==> src/pkg/ccu_pkg.sv <==
package ccu_pkg;

  // Register indexes on the plain port
  localparam logic [2:0] ADDR_CTRL     = 3'h0;
  localparam logic [2:0] ADDR_DUTY_HI  = 3'h1;
  localparam logic [2:0] ADDR_CAP_LO   = 3'h2;
  localparam logic [2:0] ADDR_CAP_HI   = 3'h3;
  localparam logic [2:0] ADDR_CMP_LO   = 3'h4;
  localparam logic [2:0] ADDR_CMP_HI   = 3'h5;
  localparam logic [2:0] ADDR_FLAG     = 3'h6;
  localparam logic [2:0] ADDR_STATUS   = 3'h7;

  // Control register fields
  localparam int MODE_LSB   = 0;
  localparam int DUTY_LSB   = 4;
  localparam logic [7:0] CTRL_RST     = 8'h00;
  localparam logic [7:0] DUTY_HI_RST  = 8'h00;
  localparam logic [15:0] CMP_RST     = 16'h0000;
  localparam logic [7:0] CTRL_WMASK   = 8'h3F;

  // Prescale terminal counts
  localparam logic [3:0] PRE_DIV4_LAST  = 4'h3;
  localparam logic [3:0] PRE_DIV16_LAST = 4'hF;

  typedef enum logic [3:0] {
    CCU_MODE_OFF      = 4'b0000,
    CCU_MODE_RSV1     = 4'b0001,
    CCU_MODE_RSV2     = 4'b0010,
    CCU_MODE_RSV3     = 4'b0011,
    CCU_MODE_CAP_FALL = 4'b0100,
    CCU_MODE_CAP_RISE = 4'b0101,
    CCU_MODE_CAP_4    = 4'b0110,
    CCU_MODE_CAP_16   = 4'b0111,
    CCU_MODE_CMP_SET  = 4'b1000,
    CCU_MODE_CMP_CLR  = 4'b1001,
    CCU_MODE_CMP_SW   = 4'b1010,
    CCU_MODE_CMP_TRIG = 4'b1011
  } ccu_mode_t;

endpackage

==> src/pkg/ccu_cap_if.sv <==
`timescale 1ns/1ns
interface ccu_cap_if;
  logic [3:0] mode;
  logic       pin_sync;
  logic       cap_strobe;
  modport edge_side (input mode, input pin_sync, output cap_strobe);
  modport ctrl_side (output mode, output pin_sync, input cap_strobe);
endinterface

==> src/ccu_sync.sv <==
`timescale 1ns/1ns
module ccu_sync (
  // Clock and reset
  input  wire logic clk_in,
  input  wire logic sys_rst_in,
  // Pin level
  input  wire logic async_in,
  output logic      sync_out
);
  logic meta_r;
  logic sync_r;

  // First stage is read only by the second
  always_ff @(posedge clk_in or posedge sys_rst_in) begin
    if (sys_rst_in) begin
      meta_r <= 1'b0;
      sync_r <= 1'b0;
    end else begin
      meta_r <= async_in;
      sync_r <= meta_r;
    end
  end

  assign sync_out = sync_r;
endmodule // ccu_sync

==> src/ccu_edge.sv <==
`timescale 1ns/1ns
module ccu_edge (
  // Clock and reset
  input  wire logic  clk_in,
  input  wire logic  sys_rst_in,
  // Mode and strobe
  ccu_cap_if.edge_side cap
);
  logic       prev_r;
  logic [3:0] pre_r;
  logic [3:0] pre_nxt;
  logic       rise;
  logic       fall;
  logic       is_cap;
  logic       hit;

  assign rise   = cap.pin_sync & ~prev_r;
  assign fall   = ~cap.pin_sync & prev_r;
  assign is_cap = (cap.mode[3:2] == 2'b01);

  // Prescaler keeps its count across prescale changes
  assign hit = !is_cap ? 1'b0 :
               (cap.mode == ccu_pkg::CCU_MODE_CAP_FALL) ? fall :
               (cap.mode == ccu_pkg::CCU_MODE_CAP_RISE) ? rise :
               (cap.mode == ccu_pkg::CCU_MODE_CAP_4) ?
                 (rise && pre_r[1:0] == ccu_pkg::PRE_DIV4_LAST[1:0]) :
                 (rise && pre_r == ccu_pkg::PRE_DIV16_LAST);

  assign pre_nxt = !is_cap ? 4'h0 : (rise ? pre_r + 4'h1 : pre_r);

  always_ff @(posedge clk_in or posedge sys_rst_in) begin
    if (sys_rst_in) begin
      prev_r         <= 1'b0;
      pre_r          <= 4'h0;
      cap.cap_strobe <= 1'b0;
    end else begin
      prev_r         <= cap.pin_sync;
      pre_r          <= pre_nxt;
      cap.cap_strobe <= hit;
    end
  end

  a_div4_wraps: assert property (@(posedge clk_in) disable iff (sys_rst_in)
    (cap.mode == ccu_pkg::CCU_MODE_CAP_4 && hit) |=> cap.cap_strobe && pre_r[1:0] == 2'b00)
    else $error("divide by four capture did not strobe and wrap");
  a_pre_cleared: assert property (@(posedge clk_in) disable iff (sys_rst_in)
    !is_cap |=> pre_r == 4'h0)
    else $error("prescaler not cleared outside capture");
endmodule // ccu_edge

==> src/ccu_top.sv <==
// The placing of the registers and strobed register access are this design's own decisions.
`timescale 1ns/1ns
// Behaviour
// - PWM duty: two low bits plus duty-high
// - Mode 0000 disables unit and clears compare and prescale state
// - 0100 falling, 0101 rising edge capture
// - 0110 every 4th, 0111 every 16th
// - 1000 sets output high on match
// - 1001 drives output low on match
// - 1010 flag only, pin untouched
// - 1011 flag, timer reset, converter start
// - Capture copies full 16-bit timer count
// - Each capture sets the event flag
// - New capture overwrites old, no overrun
// - Edges seen even when pin drives
// - Prescaler cleared when off or reset
// - Trigger now, timer reset next tick
module ccu_top (
  // Clock and reset
  input  wire logic        clk_in,
  input  wire logic        sys_rst_in,
  // Register port
  input  wire logic [2:0]  reg_addr_in,
  input  wire logic [7:0]  reg_wdata_in,
  input  wire logic        reg_wr_in,
  input  wire logic        reg_rd_in,
  output logic      [7:0]  reg_rdata_out,
  // Shared timer
  input  wire logic [15:0] timer_count_in,
  input  wire logic        timer_tick_in,
  input  wire logic        adc_enabled_in,
  output logic             timer_reset_out,
  output logic             special_trig_out,
  output logic             adc_start_out,
  // Event pin
  input  wire logic        pin_in,
  input  wire logic        port_latch_in,
  output logic             pin_out,
  output logic             pin_owned_out,
  // PWM duty value and event flag
  output logic      [9:0]  pwm_duty_out,
  output logic             event_flag_out
);
  logic [7:0]  ctrl_r;
  logic [7:0]  duty_hi_r;
  logic [15:0] cap_r;
  logic [15:0] cmp_r;
  logic        flag_r;
  logic        cmp_latch_r;
  logic        trig_pend_r;
  logic        trig_r;
  logic        trst_r;
  logic        adc_r;
  logic        pin_r;
  logic        own_r;
  logic [9:0]  duty_r;
  logic [7:0]  rdata_r;
  logic        match_d_r;

  logic [3:0]  mode;
  logic        mode_off;
  logic        is_cmp;
  logic        match;
  logic        match_rise;
  logic        set_hit;
  logic        clr_hit;
  logic        trig_hit;
  logic        cap_evt;
  logic        cmp_evt;
  logic        wr_ctrl;
  logic        wr_flag;
  logic        flag_nxt;
  logic        drives_pin;
  logic        pin_sync;
  logic [7:0]  rd_mux;

  // One decode for every compare action keeps the mode tests in step
  function automatic logic act_on(input logic       rise_in,
                                  input logic [3:0] mode_in,
                                  input logic [3:0] want_in);
    return rise_in && (mode_in == want_in);
  endfunction

  ccu_cap_if cap_bus ();

  ccu_sync u_sync (
    .clk_in     (clk_in),
    .sys_rst_in (sys_rst_in),
    .async_in   (pin_in),
    .sync_out   (pin_sync)
  );

  assign cap_bus.mode     = mode;
  assign cap_bus.pin_sync = pin_sync;

  ccu_edge u_edge (
    .clk_in     (clk_in),
    .sys_rst_in (sys_rst_in),
    .cap        (cap_bus)
  );

  assign mode       = ctrl_r[ccu_pkg::MODE_LSB +: 4];
  assign mode_off   = (mode == ccu_pkg::CCU_MODE_OFF);
  assign is_cmp     = (mode[3:2] == 2'b10);
  assign match      = is_cmp && (timer_count_in == cmp_r);
  assign match_rise = match && !match_d_r;
  assign cap_evt    = cap_bus.cap_strobe;
  assign cmp_evt    = match_rise;
  assign set_hit    = act_on(match_rise, mode, ccu_pkg::CCU_MODE_CMP_SET);
  assign clr_hit    = act_on(match_rise, mode, ccu_pkg::CCU_MODE_CMP_CLR);
  assign trig_hit   = act_on(match_rise, mode, ccu_pkg::CCU_MODE_CMP_TRIG);
  assign wr_ctrl    = reg_wr_in && (reg_addr_in == ccu_pkg::ADDR_CTRL);
  assign wr_flag    = reg_wr_in && (reg_addr_in == ccu_pkg::ADDR_FLAG);
  assign drives_pin = (mode == ccu_pkg::CCU_MODE_CMP_SET) ||
                      (mode == ccu_pkg::CCU_MODE_CMP_CLR);

  // Hardware set wins over a software clear in the same cycle
  assign flag_nxt = (cap_evt || cmp_evt) ? 1'b1 :
                    wr_flag ? reg_wdata_in[0] : flag_r;

  assign rd_mux =
    (reg_addr_in == ccu_pkg::ADDR_CTRL)    ? (ctrl_r & ccu_pkg::CTRL_WMASK) :
    (reg_addr_in == ccu_pkg::ADDR_DUTY_HI) ? duty_hi_r :
    (reg_addr_in == ccu_pkg::ADDR_CAP_LO)  ? cap_r[7:0] :
    (reg_addr_in == ccu_pkg::ADDR_CAP_HI)  ? cap_r[15:8] :
    (reg_addr_in == ccu_pkg::ADDR_CMP_LO)  ? cmp_r[7:0] :
    (reg_addr_in == ccu_pkg::ADDR_CMP_HI)  ? cmp_r[15:8] :
    (reg_addr_in == ccu_pkg::ADDR_FLAG)    ? {7'h00, flag_r} :
                                             {5'h00, trig_pend_r, cmp_latch_r, own_r};

  always_ff @(posedge clk_in or posedge sys_rst_in) begin
    if (sys_rst_in) begin
      ctrl_r    <= ccu_pkg::CTRL_RST;
      duty_hi_r <= ccu_pkg::DUTY_HI_RST;
      cmp_r     <= ccu_pkg::CMP_RST;
      rdata_r   <= 8'h00;
    end else begin
      if (wr_ctrl) begin
        ctrl_r <= reg_wdata_in & ccu_pkg::CTRL_WMASK;
      end
      if (reg_wr_in && reg_addr_in == ccu_pkg::ADDR_DUTY_HI) begin
        duty_hi_r <= reg_wdata_in;
      end
      if (reg_wr_in && reg_addr_in == ccu_pkg::ADDR_CMP_LO) begin
        cmp_r[7:0] <= reg_wdata_in;
      end
      if (reg_wr_in && reg_addr_in == ccu_pkg::ADDR_CMP_HI) begin
        cmp_r[15:8] <= reg_wdata_in;
      end
      rdata_r <= reg_rd_in ? rd_mux : 8'h00;
    end
  end

  // Capture path; a later event simply overwrites
  always_ff @(posedge clk_in or posedge sys_rst_in) begin
    if (sys_rst_in) begin
      cap_r  <= 16'h0000;
      flag_r <= 1'b0;
    end else begin
      if (cap_evt) begin
        cap_r <= timer_count_in;
      end
      flag_r <= flag_nxt;
    end
  end

  // Compare actions; off state drops every latch
  always_ff @(posedge clk_in or posedge sys_rst_in) begin
    if (sys_rst_in) begin
      cmp_latch_r <= 1'b0;
      match_d_r   <= 1'b0;
      trig_pend_r <= 1'b0;
      trig_r      <= 1'b0;
      trst_r      <= 1'b0;
      adc_r       <= 1'b0;
    end else if (mode_off) begin
      cmp_latch_r <= 1'b0;
      match_d_r   <= 1'b0;
      trig_pend_r <= 1'b0;
      trig_r      <= 1'b0;
      trst_r      <= 1'b0;
      adc_r       <= 1'b0;
    end else begin
      match_d_r <= match;
      if (set_hit) begin
        cmp_latch_r <= 1'b1;
      end else if (clr_hit) begin
        cmp_latch_r <= 1'b0;
      end
      trig_r <= trig_hit;
      adc_r  <= trig_hit
                && adc_enabled_in;
      // Losing the match before the tick cancels the timer reset
      if (trig_hit) begin
        trig_pend_r <= 1'b1;
      end else if (timer_tick_in || !match) begin
        trig_pend_r <= 1'b0;
      end
      trst_r <= trig_pend_r && match && timer_tick_in;
    end
  end

  // Pin, ownership and duty outputs
  always_ff @(posedge clk_in or posedge sys_rst_in) begin
    if (sys_rst_in) begin
      pin_r  <= 1'b0;
      own_r  <= 1'b0;
      duty_r <= 10'h000;
    end else begin
      own_r  <= drives_pin;
      pin_r  <= drives_pin ? cmp_latch_r : port_latch_in;
      duty_r <= {duty_hi_r, ctrl_r[ccu_pkg::DUTY_LSB +: 2]};
    end
  end

  assign reg_rdata_out    = rdata_r;
  assign timer_reset_out  = trst_r;
  assign special_trig_out = trig_r;
  assign adc_start_out    = adc_r;
  assign pin_out          = pin_r;
  assign pin_owned_out    = own_r;
  assign pwm_duty_out     = duty_r;
  assign event_flag_out   = flag_r;

  // Capture path and event flag
  a_cap_sets_flag: assert property (@(posedge clk_in) disable iff (sys_rst_in)
    cap_evt |=> flag_r && cap_r == $past(timer_count_in))
    else $error("capture did not load count and flag together");
  a_cap_holds: assert property (@(posedge clk_in) disable iff (sys_rst_in)
    !cap_evt |=> cap_r == $past(cap_r))
    else $error("capture register changed without event");
  a_flag_sticky: assert property (@(posedge clk_in) disable iff (sys_rst_in)
    (flag_r && !wr_flag) |=> flag_r)
    else $error("flag dropped without software clear");
  a_sw_clear: assert property (@(posedge clk_in) disable iff (sys_rst_in)
    (wr_flag && !reg_wdata_in[0] && !cap_evt && !cmp_evt) |=> !event_flag_out)
    else $error("software clear of the flag ignored");
  a_cap_in_cap: assert property (@(posedge clk_in) disable iff (sys_rst_in)
    cap_evt |-> $past(mode[3:2]) == 2'b01)
    else $error("capture strobe outside capture modes");
  a_one_strobe: assert property (@(posedge clk_in) disable iff (sys_rst_in)
    cap_evt |=> !cap_evt)
    else $error("one edge gave two capture strobes");
  a_off_no_cap: assert property (@(posedge clk_in) disable iff (sys_rst_in)
    mode_off |=> !cap_evt)
    else $error("off mode still captured");
  a_rsv_idle: assert property (@(posedge clk_in) disable iff (sys_rst_in)
    (mode[3:2] == 2'b00) |=> !cap_evt && !special_trig_out)
    else $error("off or reserved mode produced an event");
  // Compare actions; pulses must stay single so the timer resets once
  a_off_clears: assert property (@(posedge clk_in) disable iff (sys_rst_in)
    mode_off |=> !cmp_latch_r && !trig_r && !trig_pend_r)
    else $error("off mode left compare state");
  a_off_release: assert property (@(posedge clk_in) disable iff (sys_rst_in)
    mode_off |=> !pin_owned_out)
    else $error("off mode kept the pin");
  a_set_high: assert property (@(posedge clk_in) disable iff (sys_rst_in)
    (match_rise && mode == ccu_pkg::CCU_MODE_CMP_SET) |=> ##1 pin_out)
    else $error("set mode did not drive pin high");
  a_set_holds: assert property (@(posedge clk_in) disable iff (sys_rst_in)
    (cmp_latch_r && mode == ccu_pkg::CCU_MODE_CMP_SET) |=> cmp_latch_r)
    else $error("set mode lost its output latch");
  a_clr_low: assert property (@(posedge clk_in) disable iff (sys_rst_in)
    (match_rise && mode == ccu_pkg::CCU_MODE_CMP_CLR) |=> ##1 !pin_out)
    else $error("clear mode did not drive pin low");
  a_cmp_flag: assert property (@(posedge clk_in) disable iff (sys_rst_in)
    cmp_evt |=> event_flag_out)
    else $error("compare match did not set the flag");
  a_sw_no_pin: assert property (@(posedge clk_in) disable iff (sys_rst_in)
    (mode == ccu_pkg::CCU_MODE_CMP_SW && $stable(mode)) |=> !pin_owned_out)
    else $error("software event mode took the pin");
  a_port_passes: assert property (@(posedge clk_in) disable iff (sys_rst_in)
    !drives_pin |=> pin_out == $past(port_latch_in))
    else $error("port latch not passed to the pin");
  a_trig_no_pin: assert property (@(posedge clk_in) disable iff (sys_rst_in)
    (mode == ccu_pkg::CCU_MODE_CMP_TRIG) |=> !pin_owned_out)
    else $error("trigger mode took the pin");
  a_trig_now: assert property (@(posedge clk_in) disable iff (sys_rst_in)
    (match_rise && mode == ccu_pkg::CCU_MODE_CMP_TRIG) |=> special_trig_out)
    else $error("trigger not immediate");
  a_trig_pulse: assert property (@(posedge clk_in) disable iff (sys_rst_in)
    special_trig_out |=> !special_trig_out)
    else $error("trigger longer than one cycle");
  a_adc_with_trig: assert property (@(posedge clk_in) disable iff (sys_rst_in)
    adc_start_out |-> special_trig_out)
    else $error("converter start without trigger");
  a_adc_needs_en: assert property (@(posedge clk_in) disable iff (sys_rst_in)
    adc_start_out |-> $past(adc_enabled_in))
    else $error("converter started while disabled");
  a_trst_on_tick: assert property (@(posedge clk_in) disable iff (sys_rst_in)
    timer_reset_out |-> $past(timer_tick_in))
    else $error("timer reset without a timer tick");
  a_trst_not_now: assert property (@(posedge clk_in) disable iff (sys_rst_in)
    trig_hit |=> !timer_reset_out)
    else $error("timer reset came with the trigger");
  a_duty_word: assert property (@(posedge clk_in) disable iff (sys_rst_in)
    1'b1 |=> pwm_duty_out == {$past(duty_hi_r), $past(ctrl_r[5:4])})
    else $error("duty value mismatch");
endmodule // ccu_top

==> config.mk <==
export PLATFORM = sky130hd
export DESIGN_NAME = ccu_top
export DESIGN_NICKNAME = d
export VERILOG_FILES = /design/src/pkg/ccu_pkg.sv /design/src/pkg/ccu_cap_if.sv /design/src/ccu_sync.sv /design/src/ccu_edge.sv /design/src/ccu_top.sv
export SDC_FILE = /design/constraint.sdc
export NUM_CORES = 1
export LEC_CHECK = 0
export BUFFER_PORTS_ARGS = -buffer_cell sky130_fd_sc_hd__buf_2
export CAP_MARGIN = 15
export CORE_ASPECT_RATIO = 0.5
export CORE_UTILIZATION = 56
export DETAILED_ROUTE_END_ITERATION = 10
export PLACE_DENSITY = 0.79
export SYNTH_ARGS = -nofsm -noshare
export SYNTH_HDL_FRONTEND = slang
export SYNTH_SLANG_ARGS = --single-unit
==> constraint.sdc <==
create_clock -name clk_in -period 2.9 [get_ports clk_in]
set_clock_uncertainty 0.1 [all_clocks]
set_input_delay 0.29 -clock clk_in [delete_from_list [all_inputs] [get_ports clk_in]]
set_output_delay 0.29 -clock clk_in [all_outputs]
set_load 0.02 [all_outputs]
==> flow_summary.toml, run 1 <==
[status]
status = "finished clean"

[worst_setup_path]
slowest_stage = "or4_4"
path_buf_inv = 0
critPathMaxStageDelay_ps = 610
worstSetupPathType = "register to register"
r2r_start = "cmp_r[4]"
timing.rr.end = "adc_start_out"
r2r_cells = 5
critPathMaxFanout = 4
crit_path_cell_trace = "xnor2_1, o221ai_1, or4_4, nor3_2, and4_1"
r2r_slack_ps = 940
arrival_ps = 2130
path_delay_family = "simple AND/OR/NAND/NOR gates"
start_kind = "register"
cp.required_ps = 3070
worst_setup_path_end_kind = "register"

[detailed_routing]
viasPerCell = 5.67
drtAntennaViolNets = 0
drtPass1Iterations = 4
drtIter0Drc = 166
wirelength_um = 7780
wl_per_cell_um = 18.1
drc_errors = 0
num_vias = 2444

[logic_synthesis]
syn_nets = 315
yosysMostFrequentCell = "dfrtp_1"
syn_avg_cell_area_um2 = 12.8
ys_dominant_reg_cell = "dfrtp_1"
synth_cell_types = 44
ys_warn_count = 0
synth_edf_count = 0
synth_cells = 279
synth.top_cells.by_count = "dfrtp_1 (81), mux2_2 (47), nor2_1 (13), mux2i_1 (11), xor2_1 (11)"
synth.top_cell.area_share_pct = 56.7
yosysSeqAreaShare_pct = 56.7
netlist_area_um2 = 3580
synth_top_cell_by_area = "dfrtp_1"
netlist_top_cells_area = "dfrtp_1 (57%), mux2_2 (15%), mux2i_1 (3.1%), xor2_1 (2.7%), nand2b_1 (1.6%)"
async_reset_ff_share_pct = 100
synth_seq_cells = 81

[final_layout]
nets = 374
final_area_um2 = 4280
final_layout_size_suffix_gt1_share_pct = 39.1
fin_util_pct = 70.0
synthToLayoutAreaGrowth_pct = 19.5
antenna_cells = 0

[hold_path]
min_path_cells = 2
whs_endpoint = "pin_out"
hp-start = "port_latch_in"
min_path_type = "primary input to register"

[floorplanning]
core_um2 = 6110
fp.dieH_um = 58.5
die_w_um = 115
fp-row-count = 20
die_area_um2 = 6730
io_pins = 59
start_util_pct = 58.6

[sta]
fmax_mhz = 509
finalCritPeriodShare_pct = 67.7
finalHoldViolations = 0
finalSetupViolCount = 0
rsz0062_at_grt = "no"
slew_viol_final = 0
worstMarginPinSlew_ps = 814
fin_setup_tns_ps = 0
period_needed_ps = 1960
max_slew_margin_pct = 45.7

[clocking]
clock_latency_ps = 340
clkSinkCount = 81
clk_pin_slew_ps = 60
ctsRootBufferMaster = "clkbuf_16"
cts_tree = "built"
cts_buffers = 9
cts_resized = 0
clk_path_buf_depth = 2
cts-htree-levels = 3

[power_and_ir_drop]
p_leak_nw = 1.93
ir_worst_vdd_mv = 0.476
power_density_nw_per_um2 = 804

[placed_design]
placed_area_um2 = 3940
place_congestion = 0.873
portBuffers = 58
place.detailed.hpwl_um = 5380

[global_route]
grt_usage_pct = 26.3
grt_pass1_wl_um = 12700
antenna_found_initial = 0
grt_max_degree = 42
grt-ovfl-total = 0
grt_pass1_vias = 2414

[job]
cap_violations = 0
sequential cells by signal, indices dropped and copies added, names as in the netlist:
name,cells
reg_rdata_out,8
ctrl_r,6
special_trig_out,1
u_edge.pre_r,4
u_sync.meta_r,1
trig_pend_r,1
cmp_latch_r,1
adc_start_out,1
u_sync.sync_out,1
pin_out,1
cmp_r,16
event_flag_out,1
pwm_duty_out,10
u_edge.cap.cap_strobe,1
pin_owned_out,1
u_edge.prev_r,1
match_d_r,1
cap_r,16
duty_hi_r,8
timer_reset_out,1
stage by stage:
stage	power [mW]	worst slack (ps)	hold slack (ps)	cells
2_1_floorplan	2.03	430	221	279
3_3_place_gp	2.23	732	238	413
3_5_place_dp	2.26	704	240	413
4_1_cts	3.47	928	83.8	431
5_1_grt	3.60	814	91.0	431
6_report	3.44	937	95.5	431
logic make-up (layout without fill, tap and decap cells):
kind of cell               Yosys count  in the layout  share of synthesized area, %
AOI/OAI and AO/OA                   34             34                          6.75
xor gates and xnor gates            17             17                          4.16
adders and majority gates            1              1                         0.350
buffers and inverters               18             82                          2.06
DFF                                 81             81                          56.7
muxes                               59             59                          18.5
and+or+nand+nor                     69             69                          11.5
placed cells by master, fill, tap and decap left out, drive strengths merged, types with 2 or more instances in the layout:
cell and n:
dfrtp 81, buf 59, mux2 47, nor2 15, xor2 11, mux2i 11, nand2 10, clkbuf 10
nand2b 9, a21oi 8, nor2b 7, o21ai 6, xnor2 6, nand3 6, a211oi 5, nor3 5
inv 4, clkinv 4, o221a 3, a221oi 3, nor4 3, nand4 2, o22ai 2, or3 2
nor3b 2, o32a 2, and4 2, bufinv 2, dlygate4sd3 2, or4 2
cell type report:
| type | instances | area (µm²) |
|---|---|---|
| clock buffers | 10 | 229 |
| clock inverters | 6 | 82.6 |
| fillers | 441 | 1830 |
| inverters | 5 | 20.0 |
| multi-input cells | 180 | 1480 |
| flip-flops and latches | 81 | 2030 |
| well taps | 88 | 110 |
| repair buffers | 61 | 330 |
timing repair:
| action | 4_1_cts | 5_1_grt |
|---|---|---|
| endpoints found under the hold margin | 41 | 0 |
| hold buffers | 2 | 0 |
| buffers inserted | 0 | 0 |
routing by layer:
metal	wire, µm	track usage (%)	vias up
met4	69	8.53	0
met2	3730	39.4	82
met5	0	0	-
li1	-	-	1119
met3	573	10.7	8
met1	3400	35.3	1235
power by group:
group	leakage (nW)	total, mW	internal, mW	switching (mW)
combinational	0.777	0.662	0.347	0.315
sequential	1.00	1.59	1.40	0.196
clock	0.152	1.18	0.749	0.435
how the worst max path moves through the flow:
stage | endpoint | slack, ps | cells past startpoint | start
finish | adc_start_out | 940 | 5 | cmp_r[4]
global route | cmp_latch_r | 810 | 5 | cmp_r[4]
CTS | adc_start_out | 930 | 5 | cmp_r[4]
detailed placement | cmp_r[8] | 700 | 4 | reg_addr_in[0]
global placement | cmp_r[10] | 730 | 4 | reg_addr_in[0]
floorplan | adc_start_out | 430 | 1 | sys_rst_in
No activity file was read; power rests on OpenSTA's default activity.
==> run 2: changes to the inputs <==
--- a/config.mk
+++ b/config.mk
@@ -8,9 +8,9 @@
 export BUFFER_PORTS_ARGS = -buffer_cell sky130_fd_sc_hd__buf_2
 export CAP_MARGIN = 15
 export CORE_ASPECT_RATIO = 0.5
-export CORE_UTILIZATION = 56
+export CORE_UTILIZATION = 50
 export DETAILED_ROUTE_END_ITERATION = 10
-export PLACE_DENSITY = 0.79
+export PLACE_DENSITY = 0.75
 export SYNTH_ARGS = -nofsm -noshare
 export SYNTH_HDL_FRONTEND = slang
 export SYNTH_SLANG_ARGS = --single-unit
==> constraint.sdc (replaced) <==
create_clock -name clk_in -period 1.8 [get_ports clk_in]
set_clock_uncertainty 0.1 [all_clocks]
set_input_delay 0.18 -clock clk_in [delete_from_list [all_inputs] [get_ports clk_in]]
set_output_delay 0.18 -clock clk_in [all_outputs]
set_load 0.02 [all_outputs]
==> run 2 against run 1 <==
  * Cell area rose by 8.4%
  * Largest cell class unchanged
  * Routed wire length up 7.3%
  * Sequential power increased by 58%
  * Maximum frequency increased by 2.6%
  * Critical endpoint is now timer_reset_out
  * The flow now finishes with violations (negative setup slack)
  * Global-route usage fell by 1.9 points
==> flow_summary.toml, run 2 (synthesis results as in run 1) <==
[floorplanning]
fp-row-count = 21
die_area_um2 = 7520
core_um2 = 6810
die_w_um = 122
io_pins = 59
start_util_pct = 52.6
fp.dieH_um = 61.8

[placed_design]
portBuffers = 58
placed_area_um2 = 4140
place_congestion = 0.824
dp.cells = 441
place.detailed.hpwl_um = 5840

[status]
violations = "negative setup slack"
status = "complete, but fails checks"

[power_and_ir_drop]
pwr-share-seq_pct = 41.9
power_switching_mw = 1.54
power.internal_mw = 4.46
p_leak_nw = 2.12
combPwrFrac_pct = 20.1
clkPwrFrac_pct = 38.0
ir_worst_vdd_mv = 0.669
power_density_nw_per_um2 = 1290
swShare_pct = 25.6
p_total_mw = 6.00

[global_route]
grt-ovfl-total = 0
grt_usage_pct = 24.4
grt_pass1_wl_um = 13000
antenna_found_initial = 0
grt_pass1_vias = 2512
grt_max_degree = 27

[sta]
fin_setup_tns_ps = -241
period_needed_ps = 1910
max_slew_margin_pct = 46.1
setup_slack_ps = -114
finalSetupViolCount = 3
finalHoldViolations = 0
fin_hold_ws_ps = 13.0
fmax_mhz = 523
slew_viol_final = 0
rsz0062_at_grt = "yes"
worstMarginPinSlew_ps = 809
finalCritPeriodShare_pct = 106

[clocking]
ctsRootBufferMaster = "clkbuf_16"
clk_path_buf_depth = 2
clk_pin_slew_ps = 60
clkSinkCount = 81
cts_buffers = 9
cts_tree = "built"
cts-htree-levels = 3
clock_latency_ps = 340

[worst_setup_path]
start_kind = "register"
critPathMaxFanout = 4
worst_setup_path_end_kind = "register"
worstSetupPathType = "register to register"
r2r_start = "cmp_r[14]"
arrival_ps = 2090
cp.required_ps = 1970
timing.critical_path.from = "cmp_r[14]"

[hold_path]
min_path_type = "primary input to register"
hp-start = "timer_count_in[13]"

[detailed_routing]
drc_errors = 0
wirelength_um = 8350
wl_per_cell_um = 17.9
drtPass1Iterations = 4
num_vias = 2549
drtIter0Drc = 182
viasPerCell = 5.46
drtAntennaViolNets = 0

[final_layout]
final_common_cell = "dfrtp_1"
synthToLayoutAreaGrowth_pct = 29.6
final_layout_size_suffix_gt1_share_pct = 43.5
nets = 406
fin_cells = 467
antenna_cells = 0
final_area_um2 = 4630
final_cell_mix = "dfrtp_1 (81), buf_2 (58), mux2_2 (47)"

[job]
cap_violations = 0
## run 2: area by class of cell
type	count	area (µm²)
clock inverters	5	125
well taps	92	115
inverters	5	22.5
fillers	482	2170
repair buffers	93	598
multi-input cells	180	1490
clock buffers	11	253
flip-flops and latches	81	2030
## run 2: critical path, cell delays in order (launching register included)
cell and delay [ps]:
dfrtp_1 400, xnor2_2 160, nand4_1 110, or4_4 580
buf_4 180, nor2_4 110, and4_1 200
## run 2: path summary, 6_finish.rpt
path	depth (start not counted)	slack, ps	end
setup / recovery	6	-110	timer_reset_out
hold / removal	2	10	cap_r[13]
setup reg to reg	6	-110	timer_reset_out
hold reg to reg	0	260	u_sync.sync_out
max in group asynchronous	4	660	cmp_latch_r
min in group asynchronous	3	360	duty_hi_r[5]
## run 2: power groups by stage
| stage | combinational, mW | sequential, mW | clock, mW |
|---|---|---|---|
| CTS | 1.21 | 2.51 | 2.31 |
| finish | 1.20 | 2.51 | 2.28 |
| global placement | 1.13 | 2.51 | 0 |
| floorplan | 0.702 | 2.58 | 0 |
| detailed placement | 1.17 | 2.54 | 0 |
| global route | 1.31 | 2.56 | 2.39 |
## run 2: metal layers
metal  part of all wire, %  up-vias  track usage (%)
met5                     0        -                0
met4                  0.91        0             7.58
met3                   6.0        8             7.94
met2                    47       69             39.8
met1                    46     1286             31.9
li1                      -     1186                -
## run 2: stage by stage
| step | util, % | worst slack [ps] |
|---|---|---|
| after floorplan | - | 9.83 |
| after global placement | 60.9 | -47.5 |
| after detailed placement | 60.9 | -123 |
| after CTS | 67.8 | -88.7 |
| after global routing | 68.1 | -194 |
| final | 68.1 | -114 |
## run 2: repair_timing
action	4_1_cts	5_1_grt
hold buffers	8	0
pin swaps	4	1
hold endpoints to repair	29	0
resized for setup	1	2
setup endpoints to repair	4	6
buffers inserted	1	1
